File: src/ulpi_timing_pkg.sv
package ulpi_timing_pkg;

  // ----------------------------------------
  // Clock and bus timing
  // ----------------------------------------
  localparam int CLK_PS = 40000;
  localparam int FS_BIT_PS = 83333;
  // Full-speed bit time in clock cycles, rounded up so the gap is never short
  localparam int FS_BIT_CYC = (FS_BIT_PS + CLK_PS - 1) / CLK_PS;
  localparam int PRE_HDR_BITS = 16;
  localparam int PRE_GAP_BITS = 4;
  localparam logic [7:0] PRE_HDR_CYC = 8'(PRE_HDR_BITS * FS_BIT_CYC);
  localparam logic [7:0] PRE_GAP_CYC = 8'(PRE_GAP_BITS * FS_BIT_CYC);

  // Overheads: pin path (two sync flops, output flop), same-domain path (output flop)
  localparam int PIN_OVH = 3;
  localparam int LOC_OVH = 1;

  // ----------------------------------------
  // Pipeline delays, in interface clock cycles
  // ----------------------------------------
  localparam int RXCMD_JK_CYC = 4;
  localparam int RXCMD_SE0_HS_CYC = 4;
  localparam int RXCMD_SE0_FS_CYC = 5;
  localparam int RXCMD_SE0_LS_CYC = 17;
  localparam int TX_START_HS_CYC = 2;
  localparam int TX_START_FS_CYC = 8;
  localparam int TX_START_LS_CYC = 75;
  localparam int TX_END_PKT_CYC = 4;
  localparam int TX_END_SOF_CYC = 8;
  localparam int TX_END_FSLS_CYC = 2;
  localparam int RX_START_HS_CYC = 6;
  localparam int RX_START_FSLS_CYC = 4;
  localparam int RX_END_HS_CYC = 6;
  localparam int RX_END_FS_CYC = 18;
  localparam int RX_END_LS_CYC = 123;

  // ----------------------------------------
  // Register map
  // ----------------------------------------
  localparam logic [7:0] FUNCTION_CONTROL_OFS = 8'h00;
  localparam logic [7:0] STATUS_OFS = 8'h04;
  localparam int FC_XCVR_LSB = 0;
  localparam int FC_TERM_BIT = 2;
  localparam int FC_OPMODE_LSB = 3;
  localparam int FC_SUSPENDM_BIT = 6;
  localparam logic [31:0] FUNCTION_CONTROL_RST = 32'h0000_0041;
  localparam logic [1:0] LINE_SE0 = 2'h0;
  // Pin flops start at the idle levels (line J, no sync, no EOP) so reset makes no edge
  localparam logic [3:0] PIN_RST = 4'h1;

  typedef enum logic [1:0] {SPD_HS, SPD_FS, SPD_LS, SPD_PRE} speed_t;

  // Pin-path count: total delay less the synchroniser and detect overhead
  function automatic logic [7:0] pin_cnt(input int cyc);
    return 8'(cyc - PIN_OVH);
  endfunction

  function automatic logic [7:0] loc_cnt(input int cyc);
    return 8'(cyc - LOC_OVH);
  endfunction

  // Line-change report delay; J/K is speed independent, SE0 is not
  function automatic logic [7:0] rxcmd_cnt(input speed_t spd, input logic se0);
    if (!se0) begin
      return pin_cnt(RXCMD_JK_CYC);
    end
    unique case (spd)
      SPD_HS: return pin_cnt(RXCMD_SE0_HS_CYC);
      SPD_LS: return pin_cnt(RXCMD_SE0_LS_CYC);
      default: return pin_cnt(RXCMD_SE0_FS_CYC);
    endcase
  endfunction

  // Preamble packets go out at low-speed rate after the header
  function automatic logic [7:0] tx_start_cnt(input speed_t spd);
    unique case (spd)
      SPD_HS: return loc_cnt(TX_START_HS_CYC);
      SPD_LS: return loc_cnt(TX_START_LS_CYC);
      default: return loc_cnt(TX_START_FS_CYC);
    endcase
  endfunction

  function automatic logic [7:0] rx_end_cnt(input speed_t spd);
    unique case (spd)
      SPD_HS: return pin_cnt(RX_END_HS_CYC);
      SPD_FS: return pin_cnt(RX_END_FS_CYC);
      default: return pin_cnt(RX_END_LS_CYC);
    endcase
  endfunction

endpackage

File: src/delay_if.sv
`timescale 1ns/100ps
// Start/count/done handshake between a user and one delay timer
interface delay_if;
  logic start;
  logic [7:0] count;
  logic done;
  logic busy;
  modport timer (input start, input count, output done, output busy);
  modport user (output start, output count, input done, input busy);
endinterface

File: src/delay_timer.sv
`timescale 1ns/100ps
// Load on start, pulse done exactly count cycles after the start edge
module delay_timer (
  input wire logic clk,
  input wire logic reset,
  delay_if.timer dl
);
  logic [7:0] cnt_q;
  logic done_q;

  // Countdown; a new start restarts the count, so the latest event wins
  always_ff @(posedge clk or posedge reset) begin
    if (reset) begin
      cnt_q <= 8'h00;
    end else if (dl.start) begin
      cnt_q <= dl.count;
    end else if (cnt_q != 8'h00) begin
      cnt_q <= cnt_q - 8'h01;
    end
  end

  // Done pulse on the last count
  always_ff @(posedge clk or posedge reset) begin
    if (reset) begin
      done_q <= 1'b0;
    end else begin
      done_q <= !dl.start && (cnt_q == 8'h01);
    end
  end

  assign dl.done = done_q;
  assign dl.busy = (cnt_q != 8'h00);
endmodule // delay_timer

File: src/ulpi_chirp_packet_timing.sv
// Contract
// - Line changes reported 4 cycles later; SE0 delay depends on speed.
// - Transmit start and high-speed transmit end latencies per speed.
// - Receive start and end latencies per speed.
// - Speed select 11b is preamble mode: full-speed edges, low-speed receive.
// - Preamble mode sends full-speed header before each low-speed packet.
// - After header, drive J one bit; gap of four bits before SYNC (the code drives J for the whole four-bit gap).
// - Clearing suspend-not bit puts transceiver into low-power state.
`timescale 1ns/100ps
module ulpi_chirp_packet_timing (
  input wire logic clk,
  input wire logic reset,
  // Register port
  input wire logic [7:0] reg_addr,
  input wire logic [31:0] reg_wdata,
  input wire logic reg_wr,
  input wire logic reg_rd,
  output logic [31:0] reg_rdata,
  // Line receiver (asynchronous pins)
  input wire logic [1:0] line_state,
  input wire logic rx_sync_seen,
  input wire logic rx_eop_seen,
  // Link transmit requests (same clock)
  input wire logic tx_cmd,
  input wire logic tx_sof,
  input wire logic tx_stop,
  // Reports and bus activity
  output logic rxcmd_valid,
  output logic [1:0] rxcmd_line,
  output logic rx_active,
  output logic bus_tx_start,
  output logic bus_tx_end,
  output logic pre_header,
  output logic pre_drive_j,
  output logic ls_rate,
  output logic fs_edges,
  output logic term_select,
  output logic [1:0] opmode,
  output logic low_power
);

  // ----------------------------------------
  // Timers
  // ----------------------------------------
  localparam int T_RXCMD = 0;
  localparam int T_TXS = 1;
  localparam int T_TXE = 2;
  localparam int T_RXS = 3;
  localparam int T_RXE = 4;
  localparam int T_PRE = 5;
  localparam int N_TIMERS = 6;

  delay_if tm[N_TIMERS] ();

  // One countdown per event stream so overlapping packets never share a count
  generate
    for (genvar i = 0; i < N_TIMERS; i++) begin : g_tm
      delay_timer u_tm (
        .clk(clk),
        .reset(reset),
        .dl(tm[i])
      );
    end
  endgenerate

  // ----------------------------------------
  // Registers
  // ----------------------------------------
  logic [31:0] fn_control_q;
  logic [31:0] reg_rdata_q;
  ulpi_timing_pkg::speed_t speed;
  logic suspendm;
  logic low_power_q;
  logic rx_active_q;
  logic pre_busy;

  assign speed = ulpi_timing_pkg::speed_t'(fn_control_q[ulpi_timing_pkg::FC_XCVR_LSB +: 2]);
  assign suspendm = fn_control_q[ulpi_timing_pkg::FC_SUSPENDM_BIT];

  // Function control write; only bits 6:0 are kept
  always_ff @(posedge clk or posedge reset) begin
    if (reset) begin
      fn_control_q <= ulpi_timing_pkg::FUNCTION_CONTROL_RST;
    end else if (reg_wr && reg_addr == ulpi_timing_pkg::FUNCTION_CONTROL_OFS) begin
      fn_control_q <= {25'h0000000, reg_wdata[6:0]};
    end
  end

  // Read data one cycle after the strobe; unmapped addresses read zero
  always_ff @(posedge clk or posedge reset) begin
    if (reset) begin
      reg_rdata_q <= 32'h0000_0000;
    end else if (reg_rd && reg_addr == ulpi_timing_pkg::FUNCTION_CONTROL_OFS) begin
      reg_rdata_q <= fn_control_q;
    end else if (reg_rd && reg_addr == ulpi_timing_pkg::STATUS_OFS) begin
      reg_rdata_q <= {26'h0000000, low_power_q, pre_busy, tm[T_TXE].busy, rx_active_q, speed};
    end else begin
      reg_rdata_q <= 32'h0000_0000;
    end
  end

  // ----------------------------------------
  // Mode outputs to the analog front end
  // ----------------------------------------
  logic term_select_q;
  logic [1:0] opmode_q;
  logic fs_edges_q;

  // Preamble keeps full-speed edge rates; suspend-not cleared drops to low power
  always_ff @(posedge clk or posedge reset) begin
    if (reset) begin
      term_select_q <= 1'b0;
      opmode_q <= 2'h0;
      low_power_q <= 1'b0;
      fs_edges_q <= 1'b0;
    end else begin
      term_select_q <= fn_control_q[ulpi_timing_pkg::FC_TERM_BIT];
      opmode_q <= fn_control_q[ulpi_timing_pkg::FC_OPMODE_LSB +: 2];
      low_power_q <= !suspendm;
      fs_edges_q <= (speed != ulpi_timing_pkg::SPD_HS);
    end
  end

  // ----------------------------------------
  // Pin synchronisers
  // ----------------------------------------
  logic [3:0] sync1_q;
  logic [3:0] sync2_q;
  logic [3:0] prev_q;
  logic line_change;
  logic sync_rise;
  logic eop_rise;

  // Two flops before any logic; prev_q holds the last settled value for edges
  always_ff @(posedge clk or posedge reset) begin
    if (reset) begin
      sync1_q <= ulpi_timing_pkg::PIN_RST;
      sync2_q <= ulpi_timing_pkg::PIN_RST;
      prev_q <= ulpi_timing_pkg::PIN_RST;
    end else begin
      sync1_q <= {rx_eop_seen, rx_sync_seen, line_state};
      sync2_q <= sync1_q;
      prev_q <= sync2_q;
    end
  end

  assign line_change = (sync2_q[1:0] != prev_q[1:0]) && suspendm;
  assign sync_rise = sync2_q[2] && !prev_q[2] && suspendm;
  assign eop_rise = sync2_q[3] && !prev_q[3] && suspendm;

  // ----------------------------------------
  // Line state reports
  // ----------------------------------------
  logic [1:0] pend_line_q;
  logic rxcmd_valid_q;
  logic [1:0] rxcmd_line_q;

  assign tm[T_RXCMD].start = line_change;
  assign tm[T_RXCMD].count = ulpi_timing_pkg::rxcmd_cnt(speed,
    sync2_q[1:0] == ulpi_timing_pkg::LINE_SE0);

  // A change inside the window restarts it, so only the latest state is sent
  always_ff @(posedge clk or posedge reset) begin
    if (reset) begin
      pend_line_q <= 2'h0;
      rxcmd_valid_q <= 1'b0;
      rxcmd_line_q <= 2'h0;
    end else begin
      if (line_change) begin
        pend_line_q <= sync2_q[1:0];
      end
      rxcmd_valid_q <= tm[T_RXCMD].done;
      if (tm[T_RXCMD].done) begin
        rxcmd_line_q <= pend_line_q;
      end
    end
  end

  // ----------------------------------------
  // Receive path
  // ----------------------------------------
  assign tm[T_RXS].start = sync_rise;
  assign tm[T_RXS].count = (speed == ulpi_timing_pkg::SPD_HS) ?
    ulpi_timing_pkg::pin_cnt(ulpi_timing_pkg::RX_START_HS_CYC) :
    ulpi_timing_pkg::pin_cnt(ulpi_timing_pkg::RX_START_FSLS_CYC);
  assign tm[T_RXE].start = eop_rise;
  assign tm[T_RXE].count = ulpi_timing_pkg::rx_end_cnt(speed);

  // Start wins over end in the same cycle so a packet one cycle behind is kept
  always_ff @(posedge clk or posedge reset) begin
    if (reset) begin
      rx_active_q <= 1'b0;
    end else if (tm[T_RXS].done) begin
      rx_active_q <= 1'b1;
    end else if (tm[T_RXE].done) begin
      rx_active_q <= 1'b0;
    end
  end

  // ----------------------------------------
  // Transmit path and preamble sequencing
  // ----------------------------------------
  typedef enum logic [2:0] {PRE_IDLE, PRE_HDR, PRE_GAP, PRE_LS} pre_state_t;
  pre_state_t pre_state_q;
  logic tx_go;
  logic sof_q;
  logic bus_tx_start_q;
  logic bus_tx_end_q;
  logic pre_header_q;
  logic pre_drive_j_q;
  logic ls_rate_q;

  assign pre_busy = (pre_state_q != PRE_IDLE);
  assign tx_go = tx_cmd && suspendm;
  assign tm[T_TXS].start = tx_go;
  assign tm[T_TXS].count = ulpi_timing_pkg::tx_start_cnt(speed);
  assign tm[T_TXE].start = tx_stop && suspendm;
  assign tm[T_TXE].count = (speed != ulpi_timing_pkg::SPD_HS) ?
    ulpi_timing_pkg::loc_cnt(ulpi_timing_pkg::TX_END_FSLS_CYC) :
    sof_q ? ulpi_timing_pkg::loc_cnt(ulpi_timing_pkg::TX_END_SOF_CYC) :
    ulpi_timing_pkg::loc_cnt(ulpi_timing_pkg::TX_END_PKT_CYC);
  assign tm[T_PRE].start = (pre_state_q == PRE_IDLE && tm[T_TXS].done &&
    speed == ulpi_timing_pkg::SPD_PRE) || (pre_state_q == PRE_HDR && tm[T_PRE].done);
  assign tm[T_PRE].count = (pre_state_q == PRE_IDLE) ?
    ulpi_timing_pkg::PRE_HDR_CYC - 8'h01 : ulpi_timing_pkg::PRE_GAP_CYC - 8'h01;

  // Packet kind is captured with the command so a late flag change cannot alter it
  always_ff @(posedge clk or posedge reset) begin
    if (reset) begin
      sof_q <= 1'b0;
    end else if (tx_go) begin
      sof_q <= tx_sof;
    end
  end

  // Header at full-speed rate, then J and gap, then the packet at low-speed rate
  always_ff @(posedge clk or posedge reset) begin
    if (reset) begin
      pre_state_q <= PRE_IDLE;
    end else begin
      unique case (pre_state_q)
        PRE_IDLE: if (tm[T_PRE].start) begin
          pre_state_q <= PRE_HDR;
        end
        PRE_HDR: if (tm[T_PRE].done) begin
          pre_state_q <= PRE_GAP;
        end
        PRE_GAP: if (tm[T_PRE].done) begin
          pre_state_q <= PRE_LS;
        end
        PRE_LS: if (tm[T_TXE].done) begin
          pre_state_q <= PRE_IDLE;
        end
        default: pre_state_q <= PRE_IDLE;
      endcase
    end
  end

  // Bus activity flags, all registered
  always_ff @(posedge clk or posedge reset) begin
    if (reset) begin
      bus_tx_start_q <= 1'b0;
      bus_tx_end_q <= 1'b0;
      pre_header_q <= 1'b0;
      pre_drive_j_q <= 1'b0;
      ls_rate_q <= 1'b0;
    end else begin
      bus_tx_start_q <= (tm[T_TXS].done && speed != ulpi_timing_pkg::SPD_PRE) ||
        (pre_state_q == PRE_GAP && tm[T_PRE].done);
      bus_tx_end_q <= tm[T_TXE].done;
      pre_header_q <= tm[T_PRE].start ? (pre_state_q == PRE_IDLE) :
        (pre_state_q == PRE_HDR);
      pre_drive_j_q <= (pre_state_q == PRE_HDR && tm[T_PRE].done) ||
        (pre_state_q == PRE_GAP && !tm[T_PRE].done);
      ls_rate_q <= (pre_state_q == PRE_GAP && tm[T_PRE].done) ||
        (pre_state_q == PRE_LS && !tm[T_TXE].done) ||
        (speed == ulpi_timing_pkg::SPD_LS);
    end
  end

  // ----------------------------------------
  // Outputs
  // ----------------------------------------
  assign reg_rdata = reg_rdata_q;
  assign rxcmd_valid = rxcmd_valid_q;
  assign rxcmd_line = rxcmd_line_q;
  assign rx_active = rx_active_q;
  assign bus_tx_start = bus_tx_start_q;
  assign bus_tx_end = bus_tx_end_q;
  assign pre_header = pre_header_q;
  assign pre_drive_j = pre_drive_j_q;
  assign ls_rate = ls_rate_q;
  assign fs_edges = fs_edges_q;
  assign term_select = term_select_q;
  assign opmode = opmode_q;
  assign low_power = low_power_q;

endmodule // ulpi_chirp_packet_timing

File: config.mk
export PLATFORM = sky130hd
export DESIGN_NAME = ulpi_chirp_packet_timing
export DESIGN_NICKNAME = d
export VERILOG_FILES = /design/src/ulpi_timing_pkg.sv /design/src/delay_if.sv /design/src/delay_timer.sv /design/src/ulpi_chirp_packet_timing.sv
export SDC_FILE = /design/constraint.sdc
export NUM_CORES = 1
export LEC_CHECK = 0
export ABC_CLOCK_PERIOD_IN_PS = 2240
export BUFFER_PORTS_ARGS = -buffer_cell sky130_fd_sc_hd__buf_2
export CAP_MARGIN = 20
export CORE_ASPECT_RATIO = 1.25
export CORE_MARGIN = 2
export CORE_UTILIZATION = 25
export CTS_CLUSTER_DIAMETER = 100
export DETAILED_ROUTE_END_ITERATION = 10
export MAX_ROUTING_LAYER = met4
export SLEW_MARGIN = 15
export SYNTH_ARGS = -nofsm -noshare
export SYNTH_HDL_FRONTEND = slang
export SYNTH_HIERARCHICAL = 1
export SYNTH_SLANG_ARGS = --single-unit
File: constraint.sdc
create_clock -name clk -period 2.24 [get_ports clk]
set_clock_uncertainty 0.1 [all_clocks]
set_input_delay 0.336 -clock clk [delete_from_list [all_inputs] [get_ports clk]]
set_output_delay 0.336 -clock clk [all_outputs]
set_load 0.02 [all_outputs]
# Word level (Yosys, flattened, before mapping)
# Index checks and enable logic that the tools add are counted.
# classes
n_addsub	6
mul	0
div_mod_pow	0
magnitude_cmp	0
n_eq_ne	19
n_shift	0
n_mux	30
bitwise	0
n_reduce_logical	59
# ops
op	count
$mux 8	12
$eq 8x1->1 const B	6
$reduce_bool 8->1	6
$sub 8x1->8 const B	6
$mux 32	1
$pmux 7 s2	2
$logic_and 1x1->1	23
$mux 3	6
$reduce_bool 2->1	8
$mux 6	2
$pmux 3 s4	1
$logic_not 1->1	11
$eq 8x3->1 const B	1
$logic_not 8->1	1
$ne 2x1->1 const B	4
$pmux 4 s2	1
$eq 3x2->1 const B	2
$logic_or 1x1->1	5
$eq 2x2->1 const B	2
$logic_not 2->1	2
$mux 4	1
$reduce_and 4->1	1
$eq 3x1->1 const B	1
$logic_not 3->1	1
other kinds (6)	8
# totals
reg_bits	125
latch_bits	0
ramBits	0
mem_bits_ro	0
inputBits	51
output_inout_bits	46
wordCells	146
memories	0

# Logic depth before layout (Yosys ltp)
# Gate-level depths: netlist (run 1).
# depth
ltp_word	6
mapped_depth	8
mapped_depth_nobuf	7

# Cells and area by module
# Netlist (run 1), hierarchy kept.
# modules_own_cells
mod	n_inst	cells_each	area_each_um2	seq_area_each_um2
delay_timer	6	63	604.3	225.2
ulpi_chirp_packet_timing	1	152	1908.1	1132.3

# Least setup slack after synthesis (run 1)
# Ideal clock, no wire load.
# synth_timing
path_kind	register to register
start	reg sync2_q[0]
end	reg g_tm[0].u_tm.cnt_q[0]
setup_time_ns	0.104
arrival_time_ns	1.609
t_required_ns	2.036
path_slack_ns	0.427
path_stages_with_launch	7
n_path_buf	2
period_less_slack_ns	1.813
path_cell_list	dfstp_2 > xor2_1 > o21ai_0 > inv_1 > clkbuf_2 > clkbuf_1 > a221oi_1
# synth_via
elab_chain_cells	3
word_cells_on_any_way	6
cone_classes	eq/ne (1); mux (2); reduce/logical (3)
# synth_lines
item	line_no	rtl
from (decl)	ulpi_chirp_packet_timing.sv:128	logic [3:0] sync2_q;
from (signal assigned)	ulpi_chirp_packet_timing.sv:138	sync2_q <= ulpi_timing_pkg::PIN_RST;
from (signal assigned)	ulpi_chirp_packet_timing.sv:142	sync2_q <= sync1_q;
$ne 2x2->1 (*)	ulpi_chirp_packet_timing.sv:147	assign line_change = (sync2_q[1:0] != prev_q[1:0]) && suspendm;
$logic_and 1x1->1 (*)	ulpi_chirp_packet_timing.sv:147	
via line_change	ulpi_chirp_packet_timing.sv:130	logic line_change;
$mux 8 or $reduce_bool 2->1 (tied branches)	--	
to (signal assigned)	delay_timer.sv:16	cnt_q <= dl.count;
to (signal assigned)	delay_timer.sv:18	cnt_q <= cnt_q - 8'h01;
to (decl)	delay_timer.sv:8	logic [7:0] cnt_q;
# Mark *: on every way through the listed nets, which the timed path passes. The rest lies on a longest branch.
# A chain may end at the register's enable or synchronous reset.

# Worst setup path after layout (run 1)
# layout_timing
start	reg pre_state_q[1]
end	reg g_tm[5].u_tm.cnt_q[5]
# layout_via
elab_chain_cells	5
word_cells_on_any_way	9
cone_classes	eq/ne (1); mux (2); reduce/logical (6)
# layout_lines
item	line_no	rtl
from (decl)	ulpi_chirp_packet_timing.sv:204	pre_state_t pre_state_q;
from (signal assigned)	ulpi_chirp_packet_timing.sv:239	pre_state_q <= PRE_IDLE;
from (signal assigned)	ulpi_chirp_packet_timing.sv:243	pre_state_q <= PRE_HDR;
from (signal assigned)	ulpi_chirp_packet_timing.sv:246	pre_state_q <= PRE_GAP;
$logic_not 3->1	ulpi_chirp_packet_timing.sv:222	assign tm[T_PRE].start = (pre_state_q == PRE_IDLE && tm[T_TXS].done &&
$logic_and 1x1->1 (2 in series)	ulpi_chirp_packet_timing.sv:222	
$logic_or 1x1->1 (*)	ulpi_chirp_packet_timing.sv:223	speed == ulpi_timing_pkg::SPD_PRE) || (pre_state_q == PRE_HDR && tm[T_PRE].done);
via tm[5].start	delay_if.sv:4	logic start;
$mux 8 or $reduce_bool 2->1 (tied branches)	--	
to (signal assigned)	delay_timer.sv:16	
to (signal assigned)	delay_timer.sv:18	
to (decl)	delay_timer.sv:8	
# Marked as above.

==> results of run 1 <==
## worst max-delay path, cell delays in order (launching register included)
cell and delay [ps]:
dfrtp_1 420, inv_1 80, ha_1 220, nand2_1 130, nand2_1 370, o41ai_2 440
nor3b_1 90
## metal layers
layer  global-route usage [%]  routed length [µm]  share of wire [%]
met3                     2.09                 482                4.2
met2                     15.9                5200                 45
met5                        -                   0                  0
met1                     14.8                5660                 49
met4                     3.50                 123                1.1
## path summary, 6_finish.rpt
path | startpoint | end | slack (ps) | cells after the start
max reg2reg | pre_state_q[1] | g_tm[5].u_tm/cnt_q[5] | 260 | 6
min in group asynchronous | reset | g_tm[2].u_tm/cnt_q[6] | 520 | 3
max | pre_state_q[1] | g_tm[5].u_tm/cnt_q[5] | 260 | 6
min | reg_wdata[3] | fn_control_q[3] | 120 | 2
min reg2reg | sync1_q[2] | sync2_q[2] | 250 | 0
max in group asynchronous | reset | fn_control_q[5] | 920 | 4
## repair_timing
item                                    CTS  global route
endpoints found under the setup margin    0             0
endpoints found under the hold margin    65             0
hold buffers                              5             0
## final cells by class
class / instances / area, µm²
timing repair buffer: 63 / 370
multi-input combinational: 391 / 2810
fill: 2264 / 15100
sequential: 99 / 2480
tap: 279 / 349
inverter: 45 / 169
clock inverter: 3 / 21.3
clock buffer: 13 / 270
## through the flow
| step | cell area, µm² | instances | hold WS (ps) | power, mW | setup slack, ps |
|---|---|---|---|---|---|
| 2_1_floorplan | 5700 | 575 | 63.9 | 4.69 | 427 |
| 3_3_place_gp | 6130 | 872 | 235 | 5.15 | 344 |
| 3_5_place_dp | 6130 | 872 | 239 | 5.22 | 296 |
| 4_1_cts | 6470 | 893 | 108 | 6.77 | 274 |
| 5_1_grt | 6470 | 893 | 119 | 7.23 | 83.3 |
| 6_report | 6470 | 893 | 119 | 6.69 | 260 |
## power groups by stage
stage / clock network (mW) / registers (mW) / logic, mW
2_1_floorplan: 0 / 2.94 / 1.76
3_3_place_gp: 0 / 3.02 / 2.13
3_5_place_dp: 0 / 3.03 / 2.18
4_1_cts: 1.57 / 3.01 / 2.20
5_1_grt: 1.63 / 3.12 / 2.49
6_report: 1.51 / 3.01 / 2.17
## state kept, by name (all words and copies together), names as in the netlist
| register | flops |
|---|---|
| g_tm.u_tm/cnt_q | 48 |
| fn_control_q | 7 |
| reg_rdata | 7 |
| g_tm.u_tm/dl.done | 6 |
| prev_q | 4 |
| sync1_q | 4 |
| sync2_q | 4 |
| opmode | 2 |
| pend_line_q | 2 |
| pre_state_q | 2 |
| rxcmd_line | 2 |
| bus_tx_end | 1 |
| bus_tx_start | 1 |
| fs_edges | 1 |
| low_power | 1 |
| ls_rate | 1 |
| pre_drive_j | 1 |
| pre_header | 1 |
| rx_active | 1 |
| rxcmd_valid | 1 |
| sof_q | 1 |
| term_select | 1 |
==> impl_metrics.csv, run 1 <==
group,metric,value,unit
sta,max_freq,505,MHz
min_path,hp-class,"in2reg",
floorplan,fp.dieW,137,µm
worst_setup_path,endpoint_kind,"flop",
global_route,grt_pass1_vias,3722,
pwr,combPwrFrac,32.4,%
routing,vias_per_cell,4.35,
floorplan,rows,60,
global_route,antenna_found_initial,0,
floorplan,initial_core_util,25.5,%
floorplan,dieArea,23300,µm²
sta,rsz0062_at_grt,"false",
placed_design,routabilityCongestion,0.773,
routing,drc,0,
worst_setup_path,required,2360,ps
clock_tree,cts_tree,"built",
clock_tree,cts-root-buf,"clkbuf_16",
outcome,status,"completed",
sta,finalSetupViolCount,0,
job,cap_viol_max_count,0,
routing,wire_per_inst,12.8,µm
sta,fin_crit,1980,ps
sta,tightest_slew,613,ps
routing,drtAntennaViolNets,0,
clock_tree,numCtsBuffers,9,
placed_design,port_buffers,46,
clock_tree,clk_latency,350,ps
clock_tree,cts.repair.resized,0,
sta,timing.final.crit_share,88.4,%
worst_setup_path,cp_data_arrival_time,2100,ps
worst_setup_path,worst-setup-path-type,"reg2reg",
floorplan,die_h,170,µm
placed_design,hpwl,8370,µm
sta,setup-tns-final,0,ps
worst_setup_path,cp-start-kind,"flop",
clock_tree,clockBufferDepth,2,
pwr,clockPowerShare,22.6,%
yosys,syn_inst,525,
routing,firstDrtPassIters,4,
yosys,synth_area,5520,µm²
global_route,grt_start_max_net_pins,22,
global_route,grt_overflow,0,
yosys,avgSynthCellArea,10.5,µm²
layout,mostFrequentLayoutCell,"dfrtp_1",
pwr,leakage,3.02,nW
routing,drt_wl_total,11500,µm
pwr,seq_power_share,45.0,%
sta,relSlewSlack,59.2,%
worst_setup_path,cp_max_fo,18,
layout,nets,683,
floorplan,io_pins,97,
clock_tree,htree_num_levels,3,
pwr,intPower,4.20,mW
clock_tree,cts.sinks,99,
layout,final_util,29.9,%
clock_tree,path_clk_slew,70,ps
global_route,grt_pass1_wl,19200,µm
pwr,switching_share,37.3,%
global_route,globalRouteTotalUtil,10.8,%
routing,vias,3885,
layout,layout_common_cells,"dfrtp_1, conb_1, buf_2",
floorplan,fp.coreArea,21600,µm²
clock_tree,cts_post_setup_buffers_inserted,0,
routing,drtIter0Drc,202,
sta,hold_violations,0,
pwr,power.switching,2.49,mW
layout,antenna_cells,0,
yosys,synth-warning-count,6,
sta,drv_slew,0,
layout,drive_gt1_share,19.9,%
pwr,vdd_drop_max,0.500,mV
layout,syn_to_final_growth,17.3,%
pwr,power.density,1030,nW/µm²
(Power assumes the default switching activity.)
==> run 2: changes to the inputs <==
- CORE_UTILIZATION: 25 -> 30
==> run 2 against run 1 <==
  * Sequential share of layout area increased by 0.44 points
  * Via count increased by 1.3%
  * Worst setup slack improved by 46 ps
  * Combinational power about the same
  * Clock power about the same
  * Routed wire length decreased by 1.4%
  * First-iteration DRC count increased by 16%
  * Critical path type unchanged
  * Critical endpoint is now g_tm[5].u_tm/cnt_q[1]
  * Largest power group unchanged
==> impl_metrics.csv, run 2 (synthesis gave the netlist of run 1 again) <==
group,metric,value,unit
worst_setup_path,cp_data_arrival_time,2080,ps
floorplan,initial_core_util,30.6,%
global_route,grt_overflow,0,
layout,antenna_cells,0,
global_route,grt_start_max_net_pins,23,
worst_setup_path,reg2reg_from,"pre_state_q[1]",
layout,nets,682,
sta,relSlewSlack,59.3,%
clock_tree,cts_post_setup_buffers_inserted,0,
routing,vias_per_cell,4.68,
layout,final.fill_count,1846,
pwr,combPwrFrac,32.5,%
layout,drive_gt1_share,19.9,%
clock_tree,numCtsBuffers,9,
sta,timing.final.crit_share,86.3,%
floorplan,rows,55,
layout,regMostFlops,"g_tm.u_tm/cnt_q",
min_path,hp-class,"in2reg",
sta,drv_slew,0,
routing,vias,3935,
floorplan,fp.coreArea,18000,µm²
pwr,leakage,3.01,nW
outcome,status,"completed",
pwr,p_total,6.70,mW
global_route,globalRouteTotalUtil,12.4,%
clock_tree,htree_num_levels,3,
sta,rsz0062_at_grt,"false",
sta,finalSetupViolCount,0,
sta,max_freq,517,MHz
worst_setup_path,endpoint_kind,"flop",
layout,seqCellArea,2480,µm²
layout,final_util,35.5,%
job,cap_viol_max_count,0,
global_route,grt_pass1_vias,3806,
layout,final_cell_count_no_fill,841,
layout,largest_reg_flops,48,
worst_setup_path,rr_worst_depth,6,
layout,mostFrequentLayoutCell,"dfrtp_1",
sta,fin_crit,1930,ps
worst_setup_path,r2r_slack,310,ps
floorplan,io_pins,97,
worst_setup_path,cp_max_fo,18,
global_route,antenna_found_initial,0,
clock_tree,cts-root-buf,"clkbuf_16",
min_path,hold_start,"line_state[1]",
clock_tree,path_clk_slew,70,ps
clock_tree,cts_tree,"built",
pwr,power.switching,2.50,mW
worst_setup_path,r2r_end,"g_tm[5].u_tm/cnt_q[1]",
global_route,grt_pass1_wl,19100,µm
layout,syn_to_final_growth,16.0,%
placed_design,routabilityCongestion,0.784,
routing,drc,0,
pwr,vdd_drop_max,0.472,mV
pwr,switching_share,37.3,%
clock_tree,clk_latency,350,ps
floorplan,fp.dieW,125,µm
layout,layout_common_cells,"dfrtp_1, conb_1, buf_2",
placed_design,port_buffers,46,
worst_setup_path,required,2390,ps
placed_design,hpwl,8240,µm
pwr,intPower,4.20,mW
pwr,power.density,1050,nW/µm²
sta,tightest_slew,608,ps
min_path,holdPathEnd,"sync1_q[1]",
sta,setup-tns-final,0,ps
clock_tree,cts.sinks,99,
routing,drtAntennaViolNets,0,
clock_tree,clockBufferDepth,2,
floorplan,dieArea,19500,µm²
pwr,clockPowerShare,22.6,%
routing,firstDrtPassIters,4,
layout,fin_area,6400,µm²
pwr,seq_power_share,44.9,%
routing,drtIter0Drc,234,
worst_setup_path,cp-start-kind,"flop",
layout,multi_input_area,2810,µm²
placed_design,place_inst,821,
min_path,min_path_cells,1,
routing,drt_wl_total,11300,µm
sta,hold_violations,0,
placed_design,placed_cell_area,6070,µm²
floorplan,die_h,156,µm
worst_setup_path,worst-setup-path-type,"reg2reg",
routing,wire_per_inst,13.4,µm
-- run 2: cell types whose count changed in the layout (fill, tap and decap cells not counted) --
cell,delta
dlygate4sd3_1,-1
-- run 2: cell type report --
cell class	instances	share of cell area (%)
inverter	45	2.64
clock inverter	3	0.332
tap	228	4.46
timing repair buffer	62	5.63
multi-input combinational	391	43.9
sequential	99	38.8
clock buffer	13	4.22
-- run 2: how the worst max path moves through the flow --
| stage | startpoint | endpoint | slack [ps] | cells after the start |
|---|---|---|---|---|
| 2_1_floorplan | sync2_q[0] | g_tm[0].u_tm/cnt_q[0] | 430 | 6 |
| 3_3_place_gp | pre_state_q[0] | g_tm[5].u_tm/cnt_q[5] | 340 | 6 |
| 3_5_place_dp | pre_state_q[1] | g_tm[5].u_tm/cnt_q[4] | 310 | 6 |
| 6_report | pre_state_q[1] | g_tm[5].u_tm/cnt_q[1] | 310 | 6 |
| 5_1_grt | pre_state_q[1] | g_tm[5].u_tm/dl.done | 110 | 7 |
| 4_1_cts | pre_state_q[1] | g_tm[5].u_tm/cnt_q[5] | 300 | 6 |
-- run 2: worst max-delay path, stage by stage (launching register included) --
cell and delay, ps:
dfrtp_1 410, inv_1 80, ha_1 210, nand2_1 120
nand2_1 370, buf_4 290, o31ai_1 250
-- run 2: repair_timing --
item	in CTS	in global routing
hold endpoints to repair	65	0
gates resized for setup	0	0
hold buffers	4	0
-- run 2: metrics by stage --
| step | hold WS (ps) | setup slack [ps] |
|---|---|---|
| global route | 0.726 | 107 |
| finish | 23.5 | 307 |
| global placement | 232 | 342 |
| CTS | 6.62 | 297 |
| detailed placement | 236 | 307 |
| floorplan | 63.9 | 427 |
-- run 2: power groups by stage --
stage	Clock, mW	Sequential, mW	Combinational (mW)
after floorplan	0	2.94	1.76
after global placement	0	3.03	2.15
after detailed placement	0	3.04	2.19
after CTS	1.57	3.01	2.21
after global routing	1.64	3.10	2.48
final	1.51	3.01	2.18
-- run 2: per-layer routing --
metal	track usage, %	up-vias	part of all wire (%)
li1	-	1947	-
met1	16.8	1884	49
met2	18.5	89	44
met3	3.53	15	5.7
met4	3.17	0	1.1
met5	-	-	0
